===== config.mk =====
export PLATFORM = sky130hd
export DESIGN_NAME = irq_reset_ctrl
export DESIGN_NICKNAME = d
export VERILOG_FILES = /design/src/logic/irq_reset_pkg.sv /design/src/logic/edge_sync.sv /design/src/logic/irq_reset_ctrl.sv
export VERILOG_INCLUDE_DIRS = /design/src /design/src/logic
export SDC_FILE = /design/constraint.sdc
export NUM_CORES = 1
export LEC_CHECK = 0
export ABC_CLOCK_PERIOD_IN_PS = 2650
export BUFFER_PORTS_ARGS = -buffer_cell sky130_fd_sc_hd__buf_2
export CORE_MARGIN = 5
export CORE_UTILIZATION = 55
export DETAILED_ROUTE_END_ITERATION = 16
export PLACE_DENSITY_LB_ADDON = 0.12
export RECOVER_POWER = 25
export SKIP_CTS_REPAIR_TIMING = 1
export SLEW_MARGIN = 30
export SYNTH_ARGS = -nofsm -noshare
export SYNTH_HDL_FRONTEND = slang
export SYNTH_SLANG_ARGS = --single-unit

===== constraint.sdc =====
create_clock -name core_clk_i -period 2.65 [get_ports core_clk_i]
set_input_delay 0.265 -clock core_clk_i [delete_from_list [all_inputs] [get_ports core_clk_i]]
set_output_delay 0.265 -clock core_clk_i [all_outputs]
set_load 0.01 [all_outputs]

===== src/logic/irq_reset_map.svh =====
// Offsets, field positions, reset values and timing counts for the
// reset-state and interrupt vectoring block.
// Assumes an 8-bit register port with one-cycle read latency.
`ifndef IRQ_RESET_MAP_SVH
`define IRQ_RESET_MAP_SVH

// ****************************************************************
// Register offsets
// ****************************************************************
`define OFS_STATUS 4'h3
`define OFS_IRQ_CONTROL 4'hB
`define OFS_PERIPH_FLAGS_FIRST 4'hC
`define OFS_PERIPH_FLAGS_SECOND 4'hD
`define OFS_POWER_CONTROL 4'hE
`define OFS_PERIPH_EN_FIRST 4'h8
`define OFS_PERIPH_EN_SECOND 4'h9
`define OFS_PORT_A_DIRECTION 4'h5

// ****************************************************************
// Field positions
// ****************************************************************
`define IC_GIE 7
`define IC_PEIE 6
`define IC_T0IE 5
`define IC_EXTIE 4
`define IC_RBIE 3
`define IC_T0IF 2
`define IC_EXTIF 1
`define IC_RBIF 0
`define ST_TO 4
`define ST_PD 3
`define PC_POR 1
`define PC_BOR 0

// ****************************************************************
// Reset values and vectors
// ****************************************************************
`define RESET_VECTOR 13'h0000
`define IRQ_VECTOR 13'h0004
`define PORT_A_DIR_RESET 6'h3F
`define PERIPH_FIRST_MASK 8'h3F
`define PERIPH_SECOND_MASK 8'h0F
`define POWER_CONTROL_STATUS_MASK 8'h03

// ****************************************************************
// Timing: external event to vector, in core cycles
// ****************************************************************
`define EXT_LATENCY_CYCLES 3

`endif


===== src/logic/irq_reset_pkg.sv =====
// Types shared by the reset-state and interrupt vectoring block.
// Assumes irq_reset_map.svh is on the include path.
package irq_reset_pkg;

  typedef enum logic [2:0] {
    RST_NONE = 3'b000,
    RST_POWER_ON = 3'b001,
    RST_BROWNOUT = 3'b010,
    RST_PIN_RUN = 3'b011,
    RST_PIN_SLEEP = 3'b100,
    RST_WATCHDOG = 3'b101
  } reset_kind_e;

  typedef enum logic [1:0] {
    SEQ_RUN = 2'b00,
    SEQ_SLEEP = 2'b01,
    SEQ_WAIT = 2'b10,
    SEQ_VECTOR = 2'b11
  } seq_state_e;

  typedef struct packed {
    logic sleep;
    logic return_from_irq_instr;
    logic instr_done;
  } core_ctl_s;

  typedef struct packed {
    logic timer_zero_ovf;
    logic port_b_change;
    logic [7:0] periph_first;
    logic [7:0] periph_second;
  } irq_events_s;

endpackage

===== src/logic/edge_sync.sv =====
// Two-stage synchroniser with a rising or falling edge detector.
// Assumes the input is asynchronous to core_clk_i.
`timescale 1ns/1ps
module edge_sync (
  input wire logic core_clk_i,
  input wire logic rst_i,
  input wire logic pin_i,
  input wire logic rising_i,
  output logic edge_o
);

  logic meta_r;
  logic sync_r;
  logic last_r;

  always_ff @(posedge core_clk_i) begin
    if (rst_i) begin
      meta_r <= 1'b0;
      sync_r <= 1'b0;
      last_r <= 1'b0;
    end else begin
      meta_r <= pin_i;
      sync_r <= meta_r;
      last_r <= sync_r;
    end
  end

  assign edge_o = rising_i ? (sync_r & ~last_r) : (~sync_r & last_r);

endmodule


===== src/logic/irq_reset_ctrl.sv =====
// Reset-state loader and interrupt flag, enable and vectoring logic.
// Assumes the core pulses instr_done once per instruction cycle, and
// that reset_kind_i is a synchronous one-cycle tag from the reset unit.
//
// Contract
// - Every reset kind loads the program counter with zero.
// - Pin reset during sleep sets status top nibble 0001, bit3 0.
// - Interrupt wake resumes at next address, timeout set, powerdown clear.
// - Interrupt wake with global enable set goes to the interrupt vector.
// - Unimplemented special register bits read as zero.
// - Any enabled flag in control, or in either peripheral flags register with control bit 6 set, causes an interrupt wake-up.
// - Every reset sets port A direction to all ones (inputs).
// - Flags set on their event regardless of any enable.
// - Global enable at control bit 7 gates every request except wake-up from sleep.
// - Global enable plus flagged enabled source takes the interrupt after two wait cycles and a vector cycle.
// - Every reset clears the global enable.
// - Return from interrupt sets the global enable again.
// - Edge pin, port B change, timer zero flags live in control.
// - Peripheral flags and enables in two registers, gated by group enable.
// - Taking an interrupt clears enable, pushes return, loads vector.
// - External event to vector takes three to four core cycles.
// - Latency is the same for one or two cycle instructions.
// - Power-on leaves both timeout and powerdown flags at one.
//
// The plain strobed port and the address map were chosen for this implementation.
`timescale 1ns/1ps
`include "irq_reset_map.svh"
module irq_reset_ctrl
  import irq_reset_pkg::*;
#(
  parameter int PC_W = 13,
  parameter int LATENCY = `EXT_LATENCY_CYCLES
) (
  input wire logic core_clk_i,
  input wire logic rst_i,
  input wire reset_kind_e reset_kind_i,
  input wire logic watchdog_wake_i,
  input wire core_ctl_s core_ctl_i,
  input wire logic [PC_W-1:0] pc_i,
  input wire irq_events_s events_i,
  input wire logic ext_edge_irq_pin_i,
  input wire logic ext_edge_rising_i,
  input wire logic [3:0] reg_addr_i,
  input wire logic [7:0] reg_wdata_i,
  input wire logic reg_we_i,
  input wire logic reg_re_i,
  output logic [7:0] reg_rdata_o,
  output logic pc_load_o,
  output logic [PC_W-1:0] pc_value_o,
  output logic stack_push_o,
  output logic [PC_W-1:0] stack_data_o,
  output logic sleeping_o,
  output logic [5:0] port_a_direction_o
);

  // ****************************************************************
  // State
  // ****************************************************************
  typedef struct packed {
    seq_state_e seq;
    logic [1:0] wait_cnt;
    logic [7:0] irq_control_register;
    logic [7:0] periph_flags_first;
    logic [7:0] periph_flags_second;
    logic [7:0] periph_enables_first;
    logic [7:0] periph_enables_second;
    logic [7:0] status;
    logic [1:0] power_control_status;
    logic [5:0] port_a_direction;
    logic [7:0] rdata;
    logic pc_load;
    logic [PC_W-1:0] pc_value;
    logic push;
    logic [PC_W-1:0] push_data;
    logic sleeping;
  } state_s;

  state_s st_r;
  state_s st_nxt;
  logic ext_edge;
  logic pending;
  logic periph_any;
  logic [7:0] ic_set;
  logic [7:0] pf1_set;
  logic [7:0] pf2_set;

  edge_sync u_edge_sync (
    .core_clk_i(core_clk_i),
    .rst_i(rst_i),
    .pin_i(ext_edge_irq_pin_i),
    .rising_i(ext_edge_rising_i),
    .edge_o(ext_edge)
  );

  // ****************************************************************
  // Request evaluation
  // ****************************************************************
  assign ic_set = {5'h00, events_i.timer_zero_ovf, ext_edge,
                   events_i.port_b_change};
  assign pf1_set = events_i.periph_first & `PERIPH_FIRST_MASK;
  assign pf2_set = events_i.periph_second & `PERIPH_SECOND_MASK;
  assign periph_any = st_r.irq_control_register[`IC_PEIE] &
    (|(st_r.periph_flags_first & st_r.periph_enables_first) |
     |(st_r.periph_flags_second & st_r.periph_enables_second));
  assign pending = periph_any |
    (st_r.irq_control_register[`IC_T0IE] &
     st_r.irq_control_register[`IC_T0IF]) |
    (st_r.irq_control_register[`IC_EXTIE] &
     st_r.irq_control_register[`IC_EXTIF]) |
    (st_r.irq_control_register[`IC_RBIE] &
     st_r.irq_control_register[`IC_RBIF]);

  // ****************************************************************
  // Next state
  // ****************************************************************
  always_comb begin
    st_nxt = st_r;
    st_nxt.pc_load = 1'b0;
    st_nxt.push = 1'b0;
    st_nxt.rdata = 8'h00;
    // Register writes; writing zero to a flag clears it
    if (reg_we_i) begin
      if (reg_addr_i == `OFS_IRQ_CONTROL) begin
        st_nxt.irq_control_register = reg_wdata_i;
      end else if (reg_addr_i == `OFS_PERIPH_FLAGS_FIRST) begin
        st_nxt.periph_flags_first = reg_wdata_i & `PERIPH_FIRST_MASK;
      end else if (reg_addr_i == `OFS_PERIPH_FLAGS_SECOND) begin
        st_nxt.periph_flags_second = reg_wdata_i & `PERIPH_SECOND_MASK;
      end else if (reg_addr_i == `OFS_PERIPH_EN_FIRST) begin
        st_nxt.periph_enables_first = reg_wdata_i & `PERIPH_FIRST_MASK;
      end else if (reg_addr_i == `OFS_PERIPH_EN_SECOND) begin
        st_nxt.periph_enables_second = reg_wdata_i & `PERIPH_SECOND_MASK;
      end else if (reg_addr_i == `OFS_PORT_A_DIRECTION) begin
        st_nxt.port_a_direction = reg_wdata_i[5:0];
      end else if (reg_addr_i == `OFS_POWER_CONTROL) begin
        st_nxt.power_control_status = reg_wdata_i[1:0];
      end else if (reg_addr_i == `OFS_STATUS) begin
        st_nxt.status[2:0] = reg_wdata_i[2:0];
      end
    end
    // Events set flags after any write, so set wins over clear
    st_nxt.irq_control_register = st_nxt.irq_control_register | ic_set;
    st_nxt.periph_flags_first = st_nxt.periph_flags_first | pf1_set;
    st_nxt.periph_flags_second = st_nxt.periph_flags_second | pf2_set;
    // Reads: unmapped offsets and unused bits return zero
    if (reg_re_i) begin
      if (reg_addr_i == `OFS_IRQ_CONTROL) begin
        st_nxt.rdata = st_r.irq_control_register;
      end else if (reg_addr_i == `OFS_PERIPH_FLAGS_FIRST) begin
        st_nxt.rdata = st_r.periph_flags_first & `PERIPH_FIRST_MASK;
      end else if (reg_addr_i == `OFS_PERIPH_FLAGS_SECOND) begin
        st_nxt.rdata = st_r.periph_flags_second & `PERIPH_SECOND_MASK;
      end else if (reg_addr_i == `OFS_PERIPH_EN_FIRST) begin
        st_nxt.rdata = st_r.periph_enables_first & `PERIPH_FIRST_MASK;
      end else if (reg_addr_i == `OFS_PERIPH_EN_SECOND) begin
        st_nxt.rdata = st_r.periph_enables_second & `PERIPH_SECOND_MASK;
      end else if (reg_addr_i == `OFS_PORT_A_DIRECTION) begin
        st_nxt.rdata = {2'b00, st_r.port_a_direction};
      end else if (reg_addr_i == `OFS_POWER_CONTROL) begin
        st_nxt.rdata = {6'h00, st_r.power_control_status};
      end else if (reg_addr_i == `OFS_STATUS) begin
        st_nxt.rdata = st_r.status;
      end
    end
    // Instruction sequencing
    case (st_r.seq)
      SEQ_RUN: begin
        if (core_ctl_i.return_from_irq_instr) begin
          st_nxt.irq_control_register[`IC_GIE] = 1'b1;
        end
        if (st_r.irq_control_register[`IC_GIE] & pending &
            ~core_ctl_i.return_from_irq_instr) begin
          st_nxt.seq = SEQ_WAIT;
          st_nxt.wait_cnt = 2'(LATENCY - 2);
        end else if (core_ctl_i.sleep) begin
          st_nxt.seq = SEQ_SLEEP;
          st_nxt.status[`ST_TO] = 1'b1;
          st_nxt.status[`ST_PD] = 1'b0;
        end
      end
      SEQ_SLEEP: begin
        if (watchdog_wake_i) begin
          st_nxt.seq = SEQ_RUN;
          st_nxt.status[`ST_TO] = 1'b0;
          st_nxt.status[`ST_PD] = 1'b0;
          st_nxt.pc_load = 1'b1;
          st_nxt.pc_value = PC_W'(pc_i + 1'b1);
        end else if (pending) begin
          st_nxt.status[`ST_TO] = 1'b1;
          st_nxt.status[`ST_PD] = 1'b0;
          st_nxt.pc_load = 1'b1;
          st_nxt.pc_value = PC_W'(pc_i + 1'b1);
          // The wake source flag set above is what asks for
          st_nxt.seq = st_r.irq_control_register[`IC_GIE] ?
                       SEQ_VECTOR : SEQ_RUN;
        end
      end
      SEQ_WAIT: begin
        // Counted in core cycles, not instructions, so two-cycle
        // instructions do not stretch the latency
        if (st_r.wait_cnt == 2'h0) begin
          st_nxt.seq = SEQ_VECTOR;
        end else begin
          st_nxt.wait_cnt = st_r.wait_cnt - 2'h1;
        end
      end
      SEQ_VECTOR: begin
        st_nxt.seq = SEQ_RUN;
        st_nxt.irq_control_register[`IC_GIE] = 1'b0;
        st_nxt.push = 1'b1;
        st_nxt.push_data = st_r.pc_load ? st_r.pc_value : pc_i;
        st_nxt.pc_load = 1'b1;
        st_nxt.pc_value = PC_W'(`IRQ_VECTOR);
      end
      default: begin
        st_nxt.seq = SEQ_RUN;
      end
    endcase
    // Resets of the device, highest priority
    if (reset_kind_i != RST_NONE) begin
      st_nxt.seq = SEQ_RUN;
      st_nxt.pc_load = 1'b1;
      st_nxt.pc_value = PC_W'(`RESET_VECTOR);
      st_nxt.push = 1'b0;
      st_nxt.irq_control_register = 8'h00;
      st_nxt.periph_flags_first = 8'h00;
      st_nxt.periph_flags_second = 8'h00;
      st_nxt.periph_enables_first = 8'h00;
      st_nxt.periph_enables_second = 8'h00;
      st_nxt.port_a_direction = `PORT_A_DIR_RESET;
      st_nxt.status[7:5] = 3'b000;
      case (reset_kind_i)
        RST_POWER_ON: begin
          st_nxt.status[4:3] = 2'b11;
          st_nxt.power_control_status[`PC_POR] = 1'b0;
        end
        RST_BROWNOUT: begin
          st_nxt.status[4:3] = 2'b11;
          st_nxt.power_control_status[`PC_BOR] = 1'b0;
        end
        RST_PIN_SLEEP: begin
          st_nxt.status[4:3] = 2'b10;
        end
        RST_WATCHDOG: begin
          st_nxt.status[4:3] = 2'b01;
        end
        default: begin
          st_nxt.status[4:3] = st_r.status[4:3];
        end
      endcase
    end
    // Registered so the sleep indication leaves a flip-flop directly
    st_nxt.sleeping = (st_nxt.seq == SEQ_SLEEP);
  end

  // ****************************************************************
  // Registers
  // ****************************************************************
  always_ff @(posedge core_clk_i) begin
    if (rst_i) begin
      st_r <= '0;
      st_r.pc_load <= 1'b1;
      st_r.status <= 8'h18;
      st_r.port_a_direction <= `PORT_A_DIR_RESET;
    end else begin
      st_r <= st_nxt;
    end
  end

  assign reg_rdata_o = st_r.rdata;
  assign pc_load_o = st_r.pc_load;
  assign pc_value_o = st_r.pc_value;
  assign stack_push_o = st_r.push;
  assign stack_data_o = st_r.push_data;
  assign sleeping_o = st_r.sleeping;
  assign port_a_direction_o = st_r.port_a_direction;

  // ****************************************************************
  // Checks
  // ****************************************************************
  a_reset_pc_zero: assert property (@(posedge core_clk_i)
    disable iff (rst_i)
    (reset_kind_i != RST_NONE) |=> pc_load_o && pc_value_o == '0)
    else $error("reset did not load address zero");
  a_pin_sleep_status: assert property (@(posedge core_clk_i)
    disable iff (rst_i)
    (reset_kind_i == RST_PIN_SLEEP) |=> st_r.status[7:3] == 5'b00010)
    else $error("pin reset in sleep status wrong");
  a_vector_on_take: assert property (@(posedge core_clk_i)
    disable iff (rst_i)
    (st_r.seq == SEQ_VECTOR && reset_kind_i == RST_NONE) |=>
      stack_push_o && pc_value_o == `IRQ_VECTOR &&
      !st_r.irq_control_register[`IC_GIE])
    else $error("vectoring incomplete");
  a_dir_reset_ones: assert property (@(posedge core_clk_i)
    disable iff (rst_i)
    (reset_kind_i != RST_NONE) |=> port_a_direction_o == 6'h3F)
    else $error("port A not inputs after reset");
  a_gie_reset_clear: assert property (@(posedge core_clk_i)
    disable iff (rst_i)
    (reset_kind_i != RST_NONE) |=> !st_r.irq_control_register[`IC_GIE])
    else $error("global enable survived reset");
  a_flag_set_wins: assert property (@(posedge core_clk_i)
    disable iff (rst_i)
    (ext_edge && reset_kind_i == RST_NONE) |=>
      st_r.irq_control_register[`IC_EXTIF])
    else $error("edge flag lost");
  a_take_latency: assert property (@(posedge core_clk_i)
    disable iff (rst_i)
    (st_r.seq == SEQ_RUN && $past(st_r.seq) == SEQ_RUN &&
     st_r.irq_control_register[`IC_GIE] && pending &&
     !core_ctl_i.return_from_irq_instr && reset_kind_i == RST_NONE) |=>
      st_r.seq == SEQ_WAIT ##1 st_r.seq == SEQ_WAIT ##1
      st_r.seq == SEQ_VECTOR ##1 (pc_load_o && stack_push_o))
    else $error("interrupt latency wrong");
  a_no_take_no_gie: assert property (@(posedge core_clk_i)
    disable iff (rst_i)
    (st_r.seq == SEQ_RUN && !st_r.irq_control_register[`IC_GIE]) |=>
      st_r.seq != SEQ_WAIT)
    else $error("interrupt taken while globally disabled");
  a_unused_zero: assert property (@(posedge core_clk_i)
    disable iff (rst_i)
    ($past(reg_re_i) && $past(reg_addr_i) == `OFS_POWER_CONTROL) |->
      reg_rdata_o[7:2] == 6'h00)
    else $error("unimplemented bits not zero");
  a_return_from_irq_instr_rearm: assert property (@(posedge core_clk_i)
    disable iff (rst_i)
    (st_r.seq == SEQ_RUN && core_ctl_i.return_from_irq_instr &&
     reset_kind_i == RST_NONE) |=> st_r.irq_control_register[`IC_GIE])
    else $error("return did not re-arm");

  // ****************************************************************
  // Wake-up and flag checks
  // ****************************************************************
  a_wake_resume_next: assert property (@(posedge core_clk_i)
    disable iff (rst_i)
    (st_r.seq == SEQ_SLEEP && !watchdog_wake_i && pending &&
     reset_kind_i == RST_NONE) |=>
      pc_load_o && pc_value_o == PC_W'($past(pc_i) + 1'b1) &&
      st_r.status[4:3] == 2'b10)
    else $error("interrupt wake resumed wrongly");
  a_wake_to_vector: assert property (@(posedge core_clk_i)
    disable iff (rst_i)
    (st_r.seq == SEQ_SLEEP && !watchdog_wake_i && pending &&
     st_r.irq_control_register[`IC_GIE] && reset_kind_i == RST_NONE) |=>
      st_r.seq == SEQ_VECTOR ##1
      (stack_push_o && pc_value_o == `IRQ_VECTOR))
    else $error("wake with global enable missed the vector");
  a_por_status_ones: assert property (@(posedge core_clk_i)
    disable iff (rst_i)
    (reset_kind_i == RST_POWER_ON) |=> st_r.status[4:3] == 2'b11)
    else $error("power-on status flags not both one");
  a_periph_flag_set: assert property (@(posedge core_clk_i)
    disable iff (rst_i)
    (reset_kind_i == RST_NONE) |=>
      (st_r.periph_flags_first & $past(pf1_set)) == $past(pf1_set))
    else $error("peripheral flag not set by its event");
  a_flag_write_clear: assert property (@(posedge core_clk_i)
    disable iff (rst_i)
    (reg_we_i && reg_addr_i == `OFS_PERIPH_FLAGS_FIRST &&
     reg_wdata_i == 8'h00 && pf1_set == 8'h00 &&
     reset_kind_i == RST_NONE) |=> st_r.periph_flags_first == 8'h00)
    else $error("written zero did not clear the flags");

endmodule


==> results.toml <==
[status]
status = "complete, no violations"

[sta]
final_max_slew_viol_count = 0
finalCritPeriodShare = 0.840
holdWs_ns = 0.118
finalHoldViolCount = 0
fin_tns_setup_ns = 0
clock_skew_ns = 0.0151
relSlewSlack = 0.0249
fin_crit_ns = 2.23
fmax_mhz = 449
tightest_slew_ns = 1.46
setup_viol = 0
rsz0062_at_grt = "no"

[setup_path]
crit_required_ns = 2.88
arrival_ns = 2.45
r2r_cells = 6
cp_slowest_cell = "a222oi_1"
reg2reg_slack_ns = 0.42
path_max_fanout = 12
crit_path_cell_trace = "a222oi_1 > a21boi_2 > o21ai_2 > or2_2 > nand3_1 > o2bb2ai_1"
end_kind = "register"
startpoint_type = "register"
critical-path-max-stage-delay_ns = 0.57
critPathKind = "reg2reg"
reg2reg_to = "pc_value_o[5]$_SDFFE_PP0P_"
r2r_start = "st_r[87]$_SDFF_PP0_"

[global_route]
grt_first_pass_wirelength_mm = 17.6
track_usage = 0.217
grt-ovfl-total = 0
antenna_found_initial = 0
grt_max_degree = 32
grt_pass1_vias = 3668

[drt]
num_vias = 3649
drt_iter0_markers = 168
wirelength_mm = 10.5
viasPerCell = 5.50
wl_per_cell_um = 15.8
drc = 0
dr.pass1.iters = 4
ant_nets = 0

[floorplanning]
dieArea_um2 = 10000
die_w_um = 100
rows = 32
fp.dieH_um = 100
start_util = 0.571
pin_count = 99
core_um2 = 7810

[synthesis]
syn_area_per_cell_um2 = 8.66
synthFlopType = "dfxtp_1"
synth_cell_types = 57
synth-edff-count = 0
ys.warnings.count = 0
synth_area_um2 = 4460
ys_seq_area_frac = 0.381
synth_async_sr_flop_share = 0
ys_ff_latch = 85
synth.net_count = 578
netlist_instances = 515

[place]
io_buffers = 91
gp_congestion = 0.871
dp_hpwl_mm = 7.78

[cts]
cts_inserted_buffers = 9
htree_levels = 3
cts-root-buf = "clkbuf_8"
cts_tree = "built"
clockBufferDepth = 2
path_clk_slew_ns = 0.08
insertion_delay_ns = 0.36
clock_sinks = 85

[layout]
area_delta_synth_final_pct = 8.36
diodes = 0
drive_above_1_share = 0.185
final_nets = 619

[worst_hold_path]
worstHoldStart = "events_i[9]"
hold-path-endpoint = "st_r[78]$_SDFF_PP0_"
hold_path_depth = 3
worstHoldPathType = "in2reg"

[power]
power.static_leakage_nw = 2.01
p_per_area_nw_per_um2 = 508
ir_worst_vdd_uv = 288

[run]
cap_violations = 0
## final cells by class
class	instances	area, µm²
multi-input combinational	346	2270
inverter	15	56.3
fill	751	2970
clock buffer	11	141
sequential	85	1700
tap	102	128
timing repair buffer	99	474
clock inverter	5	60.1
## cell families (layout without fill, tap and decap cells)
| group | after synthesis | after routing | synth area share |
|---|---|---|---|
| xor gates and xnor gates | 11 | 11 | 0.0216 |
| muxes | 46 | 46 | 0.104 |
| adders and majority gates | 7 | 7 | 0.0196 |
| and+or+nand+nor | 172 | 172 | 0.189 |
| buffers and inverters | 84 | 130 | 0.109 |
| DFF | 85 | 85 | 0.381 |
| AOI/OAI and AO/OA | 110 | 110 | 0.175 |
## state kept, by name (all words and copies together) (netlist names)
register and count:
st_r 39, stack_push_o 1, u_edge_sync.last_r 1, u_edge_sync.sync_r 1
u_edge_sync.meta_r 1, sleeping_o 1, pc_load_o 1, port_a_direction_o 6
stack_data_o 13, pc_value_o 13, reg_rdata_o 8
## through the flow
stage	instances	instance area, µm²	setup WS [ns]	power (mW)	utilization
final	663	4830	0.423	2.45	0.619
after global routing	663	4830	0.243	2.56	0.619
after CTS	663	4870	0.414	2.47	0.624
after detailed placement	647	4670	0.424	1.55	0.599
after global placement	647	4670	0.530	1.54	0.599
after floorplan	515	4460	0.834	1.46	-
## critical path, delay by kind of cell, from the launching register on
family           cells  cell delay [ns]
flip-flops           1             0.33
AND/OR/NAND/NOR      2             0.66
AO/OA/AOI/OAI        4             1.11
## power breakdown
part	internal (mW)	switching, mW
Combinational	0.0877	0.130
Clock	0.464	0.473
Sequential	1.29	0.0104
## how the worst max path moves through the flow
stage	from	depth (start not counted)	to	slack [ns]
floorplan	st_r[87]$_SDFF_PP0_	7	pc_value_o[10]$_SDFFE_PP0P_	0.83
detailed placement	st_r[87]$_SDFF_PP0_	6	pc_value_o[6]$_SDFFE_PP0P_	0.42
CTS	st_r[87]$_SDFF_PP0_	6	pc_value_o[5]$_SDFFE_PP0P_	0.41
global placement	st_r[87]$_SDFF_PP0_	6	pc_value_o[3]$_SDFFE_PP0P_	0.53
finish	st_r[87]$_SDFF_PP0_	6	pc_value_o[5]$_SDFFE_PP0P_	0.42
global route	st_r[87]$_SDFF_PP0_	6	pc_value_o[11]$_SDFFE_PP0P_	0.24
## layer usage
layer	global-route usage	vias to the layer above	wire [µm]
met5	0	-	0
met3	0.0514	9	698
met1	0.289	1694	4750
met2	0.351	91	4940
met4	0.0642	0	113
li1	-	1855	-
## cell usage after synthesis, types with 3 or more instances
| library cell | number | area [µm²] |
|---|---|---|
| nand3b_1 | 4 | 30.0 |
| a21oi_1 | 16 | 80.1 |
| nor3b_1 | 3 | 22.5 |
| a31oi_1 | 9 | 56.3 |
| dfxtp_1 | 85 | 1700 |
| nand3_1 | 7 | 35.0 |
| o211ai_1 | 3 | 22.5 |
| mux2_2 | 3 | 33.8 |
| clkbuf_1 | 19 | 71.3 |
| buf_4 | 40 | 300 |
| xor2_1 | 7 | 61.3 |
| a22oi_1 | 8 | 60.1 |
| nor2b_1 | 16 | 100 |
| ha_1 | 7 | 87.6 |
| or2_2 | 5 | 31.3 |
| xnor2_1 | 4 | 35.0 |
| o21ai_0 | 19 | 95.1 |
| and3_1 | 6 | 37.5 |
| nand4_1 | 4 | 25.0 |
| nor3_1 | 7 | 35.0 |
| nand2_1 | 47 | 176 |
| and2_1 | 3 | 18.8 |
| inv_1 | 15 | 56.3 |
| buf_1 | 5 | 18.8 |
| mux2i_1 | 43 | 430 |
| a211oi_1 | 23 | 173 |
| nor2_1 | 55 | 206 |
| o2bb2ai_1 | 12 | 105 |
| nand2b_1 | 3 | 18.8 |
| a22o_2 | 3 | 30.0 |
## layout by cell type (no fill, tap or decap), types with 5 or more instances in the layout
cell type,instances
a21oi_1,16
clkbuf_8,10
mux2i_1,43
a22oi_1,8
nor2b_1,16
nor3_1,7
dfxtp_1,85
inv_1,15
o2bb2ai_1,12
buf_4,6
clkbuf_1,30
and3_1,6
or2_2,5
buf_2,64
o21ai_0,19
xor2_1,7
nor2_1,55
ha_1,7
nand3_1,7
a211oi_1,23
a31oi_1,9
nand2_1,47
No activity file was read; power rests on OpenSTA's default activity.
